`src/hdl/gcr_regs.svh`:
```
/*
  Register offsets, field positions, reset values and timing figures of
  the gain and clock configuration bank. Definitions only.
  Assumes a 125 MHz system clock and a 1 MHz master clock.
*/
`ifndef GCR_REGS_SVH
`define GCR_REGS_SVH

`define GCR_ADDR_GAIN        7'h00
`define GCR_ADDR_SRST        7'h01
`define GCR_ADDR_SYNC        7'h02
`define GCR_ADDR_DERR        7'h03

`define GCR_GAIN_SCALE_BIT   7
`define GCR_GAIN_CODE_MSB    6
`define GCR_GAIN_CODE_LSB    3
`define GCR_GAIN_EXT_MSB     1
`define GCR_GAIN_EXT_LSB     0
`define GCR_GAIN_CODE_MAX    4'hb
`define GCR_SRST_BIT         0
`define GCR_SYNC_PUMP_BIT    7
`define GCR_SYNC_CLKOUT_BIT  6
`define GCR_SYNC_EDGE_POLARITY_BIT     4
`define GCR_SYNC_DIV_MSB     2
`define GCR_SYNC_DIV_LSB     0
`define GCR_SYNC_DIV_MAX     3'h5
`define GCR_DERR_CAL_BIT     6
`define GCR_DERR_FLAG_MASK   8'h3b
`define GCR_DERR_SPI_CRC     5
`define GCR_DERR_SPI_RW      4
`define GCR_DERR_SCLK_CNT    3
`define GCR_DERR_MAP_CHK     1
`define GCR_DERR_ROM_CRC     0

`define GCR_RST_GAIN_CODE    4'h0
`define GCR_RST_EXT_CODE     2'h0
`define GCR_RST_SYNC_DIV     3'h4
`define GCR_RST_FLAGS        8'h00

`define GCR_SYS_KHZ          125000
`define GCR_MCLK_KHZ         1000
`define GCR_CHOP_KHZ         125
`define GCR_PUMP_FAST_KHZ    16000
`define GCR_PUMP_SLOW_KHZ    8000
`define GCR_MCLK_CYCLES      (`GCR_SYS_KHZ / `GCR_MCLK_KHZ)
`define GCR_CHOP_TICKS       (`GCR_MCLK_KHZ / `GCR_CHOP_KHZ)
`define GCR_CAL_CYCLES       1000

`define GCR_FRAME_BITS       16
`define GCR_CMD_BITS         8

`endif

```
`src/hdl/gcr_pkg.sv`:
```
/*
  Types shared by the gain and clock configuration bank.
  Assumes nothing of its surroundings.
*/
package gcr_pkg;
  typedef enum logic [1:0] {
    GCR_SCALE_1    = 2'b00,
    GCR_SCALE_1P25 = 2'b01,
    GCR_SCALE_1P375 = 2'b10
  } gcr_scale_t;

  typedef enum logic [1:0] {
    GCR_SPI_IDLE = 2'b00,
    GCR_SPI_CMD  = 2'b01,
    GCR_SPI_DATA = 2'b10
  } gcr_spi_state_t;

  typedef enum logic [0:0] {
    GCR_CAL_IDLE = 1'b0,
    GCR_CAL_RUN  = 1'b1
  } gcr_cal_state_t;
endpackage : gcr_pkg

```
`src/hdl/gcr_spi.sv`:
```
/*
  Serial port frame engine: 16-bit frames, read flag, 7-bit address,
  8 data bits, mode 0. Pins are sampled on clk and must be slow
  against it (at least four clk cycles per serial half period).
*/
`timescale 1ns/10ps
`include "gcr_regs.svh"
module gcr_spi (
  input  wire logic       clk,
  input  wire logic       rst,
  input  wire logic       cs_n,
  input  wire logic       sclk,
  input  wire logic       mosi,
  input  wire logic [7:0] rdata,
  output logic            miso,
  output logic            miso_oe,
  output logic            addr_strobe,
  output logic            rd_frame,
  output logic [6:0]      addr,
  output logic            wr_strobe,
  output logic [7:0]      wdata,
  output logic            count_error
);
  gcr_pkg::gcr_spi_state_t state;
  logic       sclk_q;
  logic       cs_q;
  logic [4:0] bits;
  logic [15:0] shift_in;
  logic [7:0] shift_out;
  logic       rise;
  logic       fall;
  logic       frame_end;

  assign rise      = sclk & ~sclk_q & ~cs_n;
  assign fall      = ~sclk & sclk_q & ~cs_n;
  assign frame_end = cs_n & ~cs_q;

  always_ff @(posedge clk) begin
    if (rst) begin
      sclk_q <= 1'b0;
      cs_q   <= 1'b1;
    end else begin
      sclk_q <= sclk;
      cs_q   <= cs_n;
    end
  end

  always_ff @(posedge clk) begin
    if (rst) begin
      state    <= gcr_pkg::GCR_SPI_IDLE;
      bits     <= 5'h00;
      shift_in <= 16'h0000;
    end else begin
      case (state)
        gcr_pkg::GCR_SPI_IDLE: begin
          bits <= 5'h00;
          if (!cs_n) begin
            state <= gcr_pkg::GCR_SPI_CMD;
          end
        end
        gcr_pkg::GCR_SPI_CMD, gcr_pkg::GCR_SPI_DATA: begin
          if (rise) begin
            shift_in <= {shift_in[14:0], mosi};
            if (bits != 5'h1f) begin
              bits <= bits + 5'h01;
            end
            if (bits == 5'(`GCR_CMD_BITS - 1)) begin
              state <= gcr_pkg::GCR_SPI_DATA;
            end
          end
          if (frame_end) begin
            state <= gcr_pkg::GCR_SPI_IDLE;
          end
        end
        default: begin
          state <= gcr_pkg::GCR_SPI_IDLE;
        end
      endcase
    end
  end

  // Strobes and decoded frame fields
  always_ff @(posedge clk) begin
    if (rst) begin
      addr_strobe <= 1'b0;
      wr_strobe   <= 1'b0;
      count_error <= 1'b0;
      rd_frame    <= 1'b0;
      addr        <= 7'h00;
      wdata       <= 8'h00;
    end else begin
      addr_strobe <= 1'b0;
      wr_strobe   <= 1'b0;
      count_error <= 1'b0;
      if (rise && state == gcr_pkg::GCR_SPI_CMD &&
          bits == 5'(`GCR_CMD_BITS - 1)) begin
        rd_frame    <= shift_in[6];
        addr        <= {shift_in[5:0], mosi};
        addr_strobe <= 1'b1;
      end
      if (frame_end && state != gcr_pkg::GCR_SPI_IDLE) begin
        if (bits != 5'(`GCR_FRAME_BITS)) begin
          count_error <= 1'b1;
        end else if (!rd_frame) begin
          wdata     <= shift_in[7:0];
          wr_strobe <= 1'b1;
        end
      end
    end
  end

  // Read data loads one cycle after the address and shifts on falls
  always_ff @(posedge clk) begin
    if (rst) begin
      shift_out <= 8'h00;
      miso      <= 1'b0;
      miso_oe   <= 1'b0;
    end else begin
      miso_oe <= ~cs_n;
      // MSB leaves on the fall after the address, ready for data rise one
      if (addr_strobe) begin
        shift_out <= rdata;
      end else if (fall && state == gcr_pkg::GCR_SPI_DATA) begin
        miso      <= shift_out[7];
        shift_out <= {shift_out[6:0], 1'b0};
      end
    end
  end
endmodule : gcr_spi

```
`src/hdl/gcr_clkgen.sv`:
```
/*
  Clock generation: 1 MHz master tick (internal or from an external
  clock), 125 kHz chop clock and the charge pump clock. All outputs
  are levels or one-cycle enables in the clk domain.
*/
`timescale 1ns/10ps
`include "gcr_regs.svh"
module gcr_clkgen (
  input  wire logic       clk,
  input  wire logic       rst,
  input  wire logic       pump_slow,
  input  wire logic       ext_mode,
  input  wire logic       ext_clk,
  input  wire logic       ext_rising,
  input  wire logic [2:0] ext_div,
  output logic            mclk_level,
  output logic            chop_level,
  output logic            chop_tick,
  output logic            pump_level
);
  logic [6:0]  mcnt;
  logic        int_tick;
  logic        ext_q;
  logic        ext_edge;
  logic [4:0]  ecnt;
  logic        ext_tick;
  logic        ext_level;
  logic        mtick;
  logic [2:0]  ccnt;
  logic [17:0] acc;
  logic [17:0] acc_sum;

  assign int_tick = (mcnt == 7'(`GCR_MCLK_CYCLES - 1));
  assign ext_edge = ext_rising ? (ext_clk & ~ext_q) : (~ext_clk & ext_q);
  assign ext_tick = ext_edge && ecnt == 5'((6'h01 << ext_div) - 6'h01);
  assign mtick    = ext_mode ? ext_tick : int_tick;
  assign acc_sum  = acc + (pump_slow ? 18'(2 * `GCR_PUMP_SLOW_KHZ)
                                     : 18'(2 * `GCR_PUMP_FAST_KHZ));

  always_ff @(posedge clk) begin
    if (rst) begin
      mcnt <= 7'h00;
    end else if (int_tick) begin
      mcnt <= 7'h00;
    end else begin
      mcnt <= mcnt + 7'h01;
    end
  end

  always_ff @(posedge clk) begin
    if (rst) begin
      ext_q     <= 1'b0;
      ecnt      <= 5'h00;
      ext_level <= 1'b0;
    end else begin
      ext_q <= ext_clk;
      if (ext_tick) begin
        ecnt      <= 5'h00;
        ext_level <= ~ext_level;
      end else if (ext_edge) begin
        ecnt <= ecnt + 5'h01;
      end
    end
  end

  always_ff @(posedge clk) begin
    if (rst) begin
      mclk_level <= 1'b0;
    end else if (ext_mode) begin
      mclk_level <= ext_level;
    end else begin
      mclk_level <= (mcnt < 7'(`GCR_MCLK_CYCLES / 2));
    end
  end

  // Chop clock: one full period per eight master ticks
  always_ff @(posedge clk) begin
    if (rst) begin
      ccnt       <= 3'h0;
      chop_level <= 1'b0;
      chop_tick  <= 1'b0;
    end else begin
      chop_tick <= 1'b0;
      if (mtick) begin
        ccnt <= ccnt + 3'h1;
        if (ccnt == 3'(`GCR_CHOP_TICKS / 2 - 1) ||
            ccnt == 3'(`GCR_CHOP_TICKS - 1)) begin
          chop_level <= ~chop_level;
          chop_tick  <= ~chop_level;
        end
      end
    end
  end

  // Fractional accumulator: 16 and 8 MHz do not divide 125 MHz evenly
  always_ff @(posedge clk) begin
    if (rst) begin
      acc        <= 18'h00000;
      pump_level <= 1'b0;
    end else if (acc_sum >= 18'(`GCR_SYS_KHZ)) begin
      acc        <= acc_sum - 18'(`GCR_SYS_KHZ);
      pump_level <= ~pump_level;
    end else begin
      acc <= acc_sum;
    end
  end
endmodule : gcr_clkgen

```
`src/hdl/gcr_bank.sv`:
```
/*
  Configuration register bank of the amplifier front end: gain and
  selector register, soft reset, clock synchronisation settings and
  the digital error flags, reached over the serial port.
  Assumes pins synchronous to clk and a synchronous active-high rst.
*/
`timescale 1ns/10ps
`include "gcr_regs.svh"
module gcr_bank #(
  parameter int CAL_CYCLES = `GCR_CAL_CYCLES
) (
  input  wire logic       clk,
  input  wire logic       rst,
  input  wire logic       cs_n,
  input  wire logic       sclk,
  input  wire logic       mosi,
  output logic            miso,
  output logic            miso_oe,
  input  wire logic       alternate_scale_select,
  input  wire logic       external_selector_enable,
  input  wire logic [1:0] pin_output_dir,
  input  wire logic       clock_output_enable,
  input  wire logic       ext_clock_mode,
  input  wire logic       ext_clock,
  input  wire logic       spi_crc_fail,
  input  wire logic       register_map_check_fail,
  input  wire logic       rom_check_fail,
  output logic            general_pin_0,
  output logic            general_pin_0_oe,
  output logic            general_pin_1,
  output logic            general_pin_1_oe,
  output logic            general_pin_4,
  output logic            general_pin_4_oe,
  output logic [3:0]      input_gain_code,
  output gcr_pkg::gcr_scale_t output_scale,
  output logic            pump_clock,
  output logic            chop_clock,
  output logic            chop_tick,
  output logic            cal_busy
);
  logic       soft_rst;
  logic       bank_rst;
  logic       output_scale_select;
  logic [3:0] gain_code;
  logic [1:0] external_selector_code;
  logic       pump_clock_select;
  logic       clock_out_source;
  logic       sync_edge_polarity;
  logic [2:0] sync_div;
  logic [7:0] err_flags;
  logic [7:0] err_set;
  logic [7:0] err_clr;
  logic [7:0] rdata;
  logic       addr_strobe;
  logic       rd_frame;
  logic [6:0] addr;
  logic       wr_strobe;
  logic [7:0] wdata;
  logic       count_error;
  logic       mclk_level;
  logic       chop_level;
  logic       chop_tick_i;
  logic       pump_level;
  logic       wr_gain;
  logic       wr_sync;
  logic       wr_derr;
  logic       bad_addr;
  logic [15:0] cal_cnt;
  gcr_pkg::gcr_cal_state_t cal_state;

  function automatic logic addr_known(input logic [6:0] a);
    addr_known = (a == `GCR_ADDR_GAIN) || (a == `GCR_ADDR_SRST) ||
                 (a == `GCR_ADDR_SYNC) || (a == `GCR_ADDR_DERR);
  endfunction : addr_known

  gcr_spi u_spi (
    .clk         (clk),
    .rst         (rst),
    .cs_n        (cs_n),
    .sclk        (sclk),
    .mosi        (mosi),
    .rdata       (rdata),
    .miso        (miso),
    .miso_oe     (miso_oe),
    .addr_strobe (addr_strobe),
    .rd_frame    (rd_frame),
    .addr        (addr),
    .wr_strobe   (wr_strobe),
    .wdata       (wdata),
    .count_error (count_error)
  );

  // Clocks run on through a soft reset so the pump never glitches; pin 4 can, as its source resets to the master clock
  gcr_clkgen u_clk (
    .clk        (clk),
    .rst        (rst),
    .pump_slow  (pump_clock_select),
    .ext_mode   (ext_clock_mode),
    .ext_clk    (ext_clock),
    .ext_rising (sync_edge_polarity),
    .ext_div    (sync_div),
    .mclk_level (mclk_level),
    .chop_level (chop_level),
    .chop_tick  (chop_tick_i),
    .pump_level (pump_level)
  );

  assign bank_rst = rst | soft_rst;
  assign wr_gain  = wr_strobe && addr == `GCR_ADDR_GAIN;
  assign wr_sync  = wr_strobe && addr == `GCR_ADDR_SYNC;
  assign wr_derr  = wr_strobe && addr == `GCR_ADDR_DERR;
  assign bad_addr = (addr_strobe || wr_strobe) && !addr_known(addr);

  // Trigger is a one-cycle pulse, so the bit never reads back as 1
  always_ff @(posedge clk) begin
    if (rst) begin
      soft_rst <= 1'b0;
    end else begin
      soft_rst <= wr_strobe && addr == `GCR_ADDR_SRST &&
                  wdata[`GCR_SRST_BIT];
    end
  end

  // Gain fields and selector code share one write
  always_ff @(posedge clk) begin
    if (bank_rst) begin
      output_scale_select    <= 1'b0;
      gain_code              <= `GCR_RST_GAIN_CODE;
      external_selector_code <= `GCR_RST_EXT_CODE;
    end else if (wr_gain) begin
      output_scale_select    <= wdata[`GCR_GAIN_SCALE_BIT];
      external_selector_code <= wdata[`GCR_GAIN_EXT_MSB:`GCR_GAIN_EXT_LSB];
      if (wdata[`GCR_GAIN_CODE_MSB:`GCR_GAIN_CODE_LSB] <=
          `GCR_GAIN_CODE_MAX) begin
        gain_code <= wdata[`GCR_GAIN_CODE_MSB:`GCR_GAIN_CODE_LSB];
      end
    end
  end

  always_ff @(posedge clk) begin
    if (bank_rst) begin
      pump_clock_select  <= 1'b0;
      clock_out_source   <= 1'b0;
      sync_edge_polarity <= 1'b0;
      sync_div           <= `GCR_RST_SYNC_DIV;
    end else if (wr_sync) begin
      pump_clock_select  <= wdata[`GCR_SYNC_PUMP_BIT];
      clock_out_source   <= wdata[`GCR_SYNC_CLKOUT_BIT];
      sync_edge_polarity <= wdata[`GCR_SYNC_EDGE_POLARITY_BIT];
      if (wdata[`GCR_SYNC_DIV_MSB:`GCR_SYNC_DIV_LSB] <=
          `GCR_SYNC_DIV_MAX) begin
        sync_div <= wdata[`GCR_SYNC_DIV_MSB:`GCR_SYNC_DIV_LSB];
      end
    end
  end

  // Error flags: set beats a write-one clear in the same cycle
  always_comb begin
    err_set = 8'h00;
    err_set[`GCR_DERR_SPI_CRC]  = spi_crc_fail;
    err_set[`GCR_DERR_SPI_RW]   = bad_addr;
    err_set[`GCR_DERR_SCLK_CNT] = count_error;
    err_set[`GCR_DERR_MAP_CHK]  = register_map_check_fail;
    err_set[`GCR_DERR_ROM_CRC]  = rom_check_fail;
    err_clr = wr_derr ? (wdata & `GCR_DERR_FLAG_MASK) : 8'h00;
  end

  always_ff @(posedge clk) begin
    if (bank_rst) begin
      err_flags <= `GCR_RST_FLAGS;
    end else begin
      err_flags <= ((err_flags & ~err_clr) | err_set) &
                   `GCR_DERR_FLAG_MASK;
    end
  end

  // Start-up calibration after every reset; flag is never writable
  always_ff @(posedge clk) begin
    if (bank_rst) begin
      cal_state <= gcr_pkg::GCR_CAL_RUN;
      cal_cnt   <= 16'(CAL_CYCLES - 1);
      cal_busy  <= 1'b1;
    end else begin
      case (cal_state)
        gcr_pkg::GCR_CAL_RUN: begin
          if (cal_cnt == 16'h0000) begin
            cal_state <= gcr_pkg::GCR_CAL_IDLE;
            cal_busy  <= 1'b0;
          end else begin
            cal_cnt <= cal_cnt - 16'h0001;
          end
        end
        gcr_pkg::GCR_CAL_IDLE: begin
          cal_busy <= 1'b0;
        end
        default: begin
          cal_state <= gcr_pkg::GCR_CAL_IDLE;
        end
      endcase
    end
  end

  // Read mux; reserved bits read as zero
  always_comb begin
    rdata = 8'h00;
    case (addr)
      `GCR_ADDR_GAIN: begin
        rdata[`GCR_GAIN_SCALE_BIT] = output_scale_select;
        rdata[`GCR_GAIN_CODE_MSB:`GCR_GAIN_CODE_LSB] = gain_code;
        rdata[`GCR_GAIN_EXT_MSB:`GCR_GAIN_EXT_LSB] = external_selector_code;
      end
      `GCR_ADDR_SYNC: begin
        rdata[`GCR_SYNC_PUMP_BIT]   = pump_clock_select;
        rdata[`GCR_SYNC_CLKOUT_BIT] = clock_out_source;
        rdata[`GCR_SYNC_EDGE_POLARITY_BIT]    = sync_edge_polarity;
        rdata[`GCR_SYNC_DIV_MSB:`GCR_SYNC_DIV_LSB] = sync_div;
      end
      `GCR_ADDR_DERR: begin
        rdata = err_flags;
        rdata[`GCR_DERR_CAL_BIT] = cal_busy;
      end
      default: begin
        rdata = 8'h00;
      end
    endcase
  end

  // Analog settings presented as registered outputs
  always_ff @(posedge clk) begin
    if (rst) begin
      input_gain_code <= `GCR_RST_GAIN_CODE;
      output_scale    <= gcr_pkg::GCR_SCALE_1;
    end else begin
      input_gain_code <= gain_code;
      if (output_scale_select) begin
        output_scale <= gcr_pkg::GCR_SCALE_1P375;
      end else if (alternate_scale_select) begin
        output_scale <= gcr_pkg::GCR_SCALE_1P25;
      end else begin
        output_scale <= gcr_pkg::GCR_SCALE_1;
      end
    end
  end

  always_ff @(posedge clk) begin
    if (rst) begin
      general_pin_0    <= 1'b0;
      general_pin_0_oe <= 1'b0;
      general_pin_1    <= 1'b0;
      general_pin_1_oe <= 1'b0;
    end else begin
      general_pin_0    <= external_selector_code[0];
      general_pin_0_oe <= external_selector_enable & pin_output_dir[0];
      general_pin_1    <= external_selector_code[1];
      general_pin_1_oe <= external_selector_enable & pin_output_dir[1];
    end
  end

  always_ff @(posedge clk) begin
    if (rst) begin
      general_pin_4    <= 1'b0;
      general_pin_4_oe <= 1'b0;
      pump_clock       <= 1'b0;
      chop_clock       <= 1'b0;
      chop_tick        <= 1'b0;
    end else begin
      general_pin_4    <= clock_out_source ? chop_level : mclk_level;
      general_pin_4_oe <= clock_output_enable;
      pump_clock       <= pump_level;
      chop_clock       <= chop_level;
      chop_tick        <= chop_tick_i;
    end
  end
endmodule : gcr_bank

```
`config.mk`:
```
export PLATFORM = sky130hd
export DESIGN_NAME = gcr_bank
export DESIGN_NICKNAME = d
export VERILOG_FILES = /design/src/hdl/gcr_pkg.sv /design/src/hdl/gcr_spi.sv /design/src/hdl/gcr_clkgen.sv /design/src/hdl/gcr_bank.sv
export VERILOG_INCLUDE_DIRS = /design/src /design/src/hdl
export SDC_FILE = /design/constraint.sdc
export NUM_CORES = 1
export LEC_CHECK = 0
export ABC_AREA = 1
export BUFFER_PORTS_ARGS = -buffer_cell sky130_fd_sc_hd__buf_2
export CAP_MARGIN = 20
export CORE_ASPECT_RATIO = 1.25
export CORE_MARGIN = 2
export CORE_UTILIZATION = 30
export CTS_CLUSTER_DIAMETER = 40
export DETAILED_ROUTE_END_ITERATION = 8
export HOLD_SLACK_MARGIN = 0.08
export PLACE_DENSITY = 0.53
export SYNTH_ARGS = -nofsm -noshare
export SYNTH_HDL_FRONTEND = slang
export SYNTH_SLANG_ARGS = --single-unit
```
`constraint.sdc`:
```
create_clock -name clk -period 2.9 [get_ports clk]
set_input_delay 0.435 -clock clk [delete_from_list [all_inputs] [get_ports clk]]
set_output_delay 0.435 -clock clk [all_outputs]
set_load 0.05 [all_outputs]
```
==> results.yml <==
power:
  max-vdd-ir-drop_mv: 0.4438
  p_per_area_nw_per_um2: 813.6
  total_leakage_power_nw: 3.040
  report.power.total_mw: 5.978
timing:
  slew_headroom: 0.6243
  final_max_slew_viol_count: 0
  fmax_mhz: 386.2
  setup_tns_ns: 0
  skew_ns: 0.009218
  setup_violations: 0
  worst_pin_slew_ns: 0.5605
  post-route-period-util: 0.8930
  rsz0062_at_grt: "no"
  period_minus_slack_ns: 2.590
  hold_viol: 0
worst_hold_path:
  holdCritPathClass: "input pin to flip-flop"
  timing.hold.worst_endpoint: "general_pin_4_oe"
  min_from: "clock_output_enable"
  hold_path_depth: 3
logic_synthesis:
  netlist-cell-type-count: 48
  synth-edff-count: 0
  seq_area_frac_synth: 0.4237
  synthAdderAreaFrac: 0.04664
  commonest_register_cell_after_synthesis: "dfxtp_1"
  synthXorXnorAreaFrac: 0.03735
  synth_top_family_by_area: "simple AND/OR/NAND/NOR gates"
  synth_seq_cells: 134
  synth.largest_area_cell: "dfxtp_1"
  synth_top_area_frac: 0.4237
  synth-warning-count: 0
  syn-cell-area_um2: 6331
  synth.net_count: 886
  synth.area.top_cells: "dfxtp_1 (42%), nand2_1 (8.9%), nor2_1 (6.5%)"
  netlist_instances: 848
  asyncSetResetFlopFracSynth: 0
  yosys.area_share.simple: 0.2682
  synth.mux.area_fraction: 0
  synth-compound-area-share: 0.1435
  synth_area_per_cell_um2: 7.466
finish:
  regArea_um2: 2683
  final_common_cell: "nand2_1"
  nets: 924
  filler_cell_count: 2221
  final_layout_size_suffix_gt1_frac: 0.1279
  antenna_cells_inserted: 0
  area_delta_synth_final_pct: 16.05
  mostFrequentLayoutCells: "nand2_1 (150), dfxtp_1 (134), nor2_1 (110)"
  area_taken_by_multi_input_logic_gates_um2: 3138
  fin_area_um2: 7347
cts:
  hold_buffers: 0
  insertion_delay_ns: 0.43
  clock-sinks: 134
  cts.reportedPaths.clkPinSlew_ns: 0.06
  cts-buffers-inserted: 17
  htree_num_levels: 4
  postCtsSetupRepairBufs: 0
  clock-root-buffer: "clkbuf_16"
  tritoncts: "yes"
  cts-resized-gates: 0
  clock_path_buffers: 2
worst_setup_path:
  setup.reg_to_reg.worst_slack_ns: 0.31
  cp-start-kind: "flip-flop"
  worst-setup-path-type: "flip-flop to flip-flop"
  worst_path_max_delay_cell: "fa_1"
  critPathMaxStageDelay_ns: 0.50
  ff2ff_path_depth: 12
  crit_path_max_fanout: 16
  r2r_end: "u_clk.acc[8]"
  worstPathRequired_ns: 3.19
  critical_path_endpoint_category: "flip-flop"
  timing.critical_path.buf_inv: 0
  cp_data_arrival_time_ns: 2.88
  critical_path.top_delay_family: "simple AND/OR/NAND/NOR gates"
  crit_path_cell_trace: "ha_1 -> fa_1 -> nor2_1 -> nand2_4 -> nor2_4 -> nand2_2 -> a21oi_4 -> nand2_2 -> nand3_4 -> nand2_4 -> nand2_1 -> a21oi_2"
  worst_r2r_startpoint: "pump_clock_select"
floorplanning:
  die_width_um: 133.9
  die_height_um: 166.4
  std_cell_rows: 59
  design.die.area_um2: 22290
  floorplan.io_pins: 33
  initial_core_util: 0.3052
  design.core.area_um2: 20740
routing:
  drc_violation_count_after_routing: 0
  dr.first_iter.drc_count: 259
  route.detailed.vias_per_inst: 4.570
  wl_per_cell_um: 12.37
  antenna_violating_nets_post_route: 0
  final_wirelength_mm: 14.51
  detailedRoute.firstPassIterationCount: 5
  route.vias.total: 5361
global_route:
  vias_in_the_first_global_route: 5064
  grt_antenna_before_repair: 0
  grt-ovfl-total: 0
  groute.usage.overall: 0.1359
  global_route_wire_length_before_repair_mm: 24.25
  grt_max_degree: 34
placement:
  dp_hpwl_mm: 10.72
  io_buffers: 32
  placed_cell_area_um2: 6789
  gpl.final_weighted_congestion: 0.8066
run_status:
  run_status: "finished clean"
job:
  number_of_maximum_capacitance_constraint_violations: 0
==> worst min-delay path: stages <==
cell    delay, ns
buf_2        0.07
inv_1        0.03
nor2_1       0.06
==> cells in the mapped netlist, types with 9 or more instances <==
master,instances
clkbuf_1,15
nor2_1,110
a211oi_1,12
nand2_2,10
xor2_1,19
a21oi_1,67
o21ai_0,48
inv_1,101
dfxtp_1,134
nand3_1,45
ha_1,22
nor3_1,20
nand4_1,9
nand2_1,150
==> report_power, final <==
| part | total, mW | internal [mW] | switching, mW |
|---|---|---|---|
| clock | 2.04 | 1.13 | 0.917 |
| combinational | 1.79 | 0.635 | 1.16 |
| sequential | 2.14 | 2.01 | 0.135 |
==> through the flow <==
step | setup slack [ns] | hold slack (ns) | util | instances
floorplan | 0.5954 | 0.3883 | - | 848
global placement | 0.3840 | 0.3951 | 0.3273 | 1141
detailed placement | 0.3073 | 0.4052 | 0.3273 | 1141
CTS | 0.2899 | 0.2021 | 0.3542 | 1173
global route | 0.08822 | 0.2194 | 0.3542 | 1173
finish | 0.3103 | 0.2165 | 0.3542 | 1173
==> cell type report <==
cell class                 count  share of cell area
inverter                     110             0.05620
clock inverter                15             0.01805
timing repair buffer          39             0.02895
clock buffer                  17             0.05790
multi-input combinational    584              0.4271
sequential                   134              0.3651
tap                          274             0.04666
==> how the worst max path moves through the flow <==
stage | startpoint | endpoint | slack (ns) | cells after the start
3_3_place_gp | pump_clock_select | u_clk.pump_level | 0.38 | 13
4_1_cts | pump_clock_select | u_clk.acc[8] | 0.29 | 12
6_report | pump_clock_select | u_clk.acc[8] | 0.31 | 12
5_1_grt | pump_clock_select | u_clk.acc[3] | 0.09 | 13
3_5_place_dp | pump_clock_select | u_clk.acc[8] | 0.31 | 12
2_1_floorplan | pump_clock_select | u_clk.acc[15] | 0.60 | 13
==> registers in the layout, indices dropped and copies added, names as in the netlist, 5 cells and up <==
register,flops
u_clk.ecnt,5
err_flags,5
u_spi.addr,7
u_spi.shift_in,8
u_spi.wdata,8
u_spi.bits,5
u_clk.acc,15
u_spi.shift_out,8
cal_cnt,16
u_clk.mcnt,7
==> kinds of logic after synthesis <==
| family | after synthesis |
|---|---|
| simple gates | 376 |
| flops | 134 |
| buf+inv | 130 |
| xor+xnor | 27 |
| fa+ha+maj | 23 |
| compound gates | 158 |
==> per-layer routing <==
metal	part of all wire	global-route usage	up-vias	wire length (µm)
li1	-	-	2845	-
met1	0.43	0.1506	2440	6298
met2	0.52	0.2513	58	7594
met3	0.027	0.02892	18	390
met4	0.016	0.05134	0	229
met5	0	0	-	0
No activity file was read; power rests on OpenSTA's default activity.
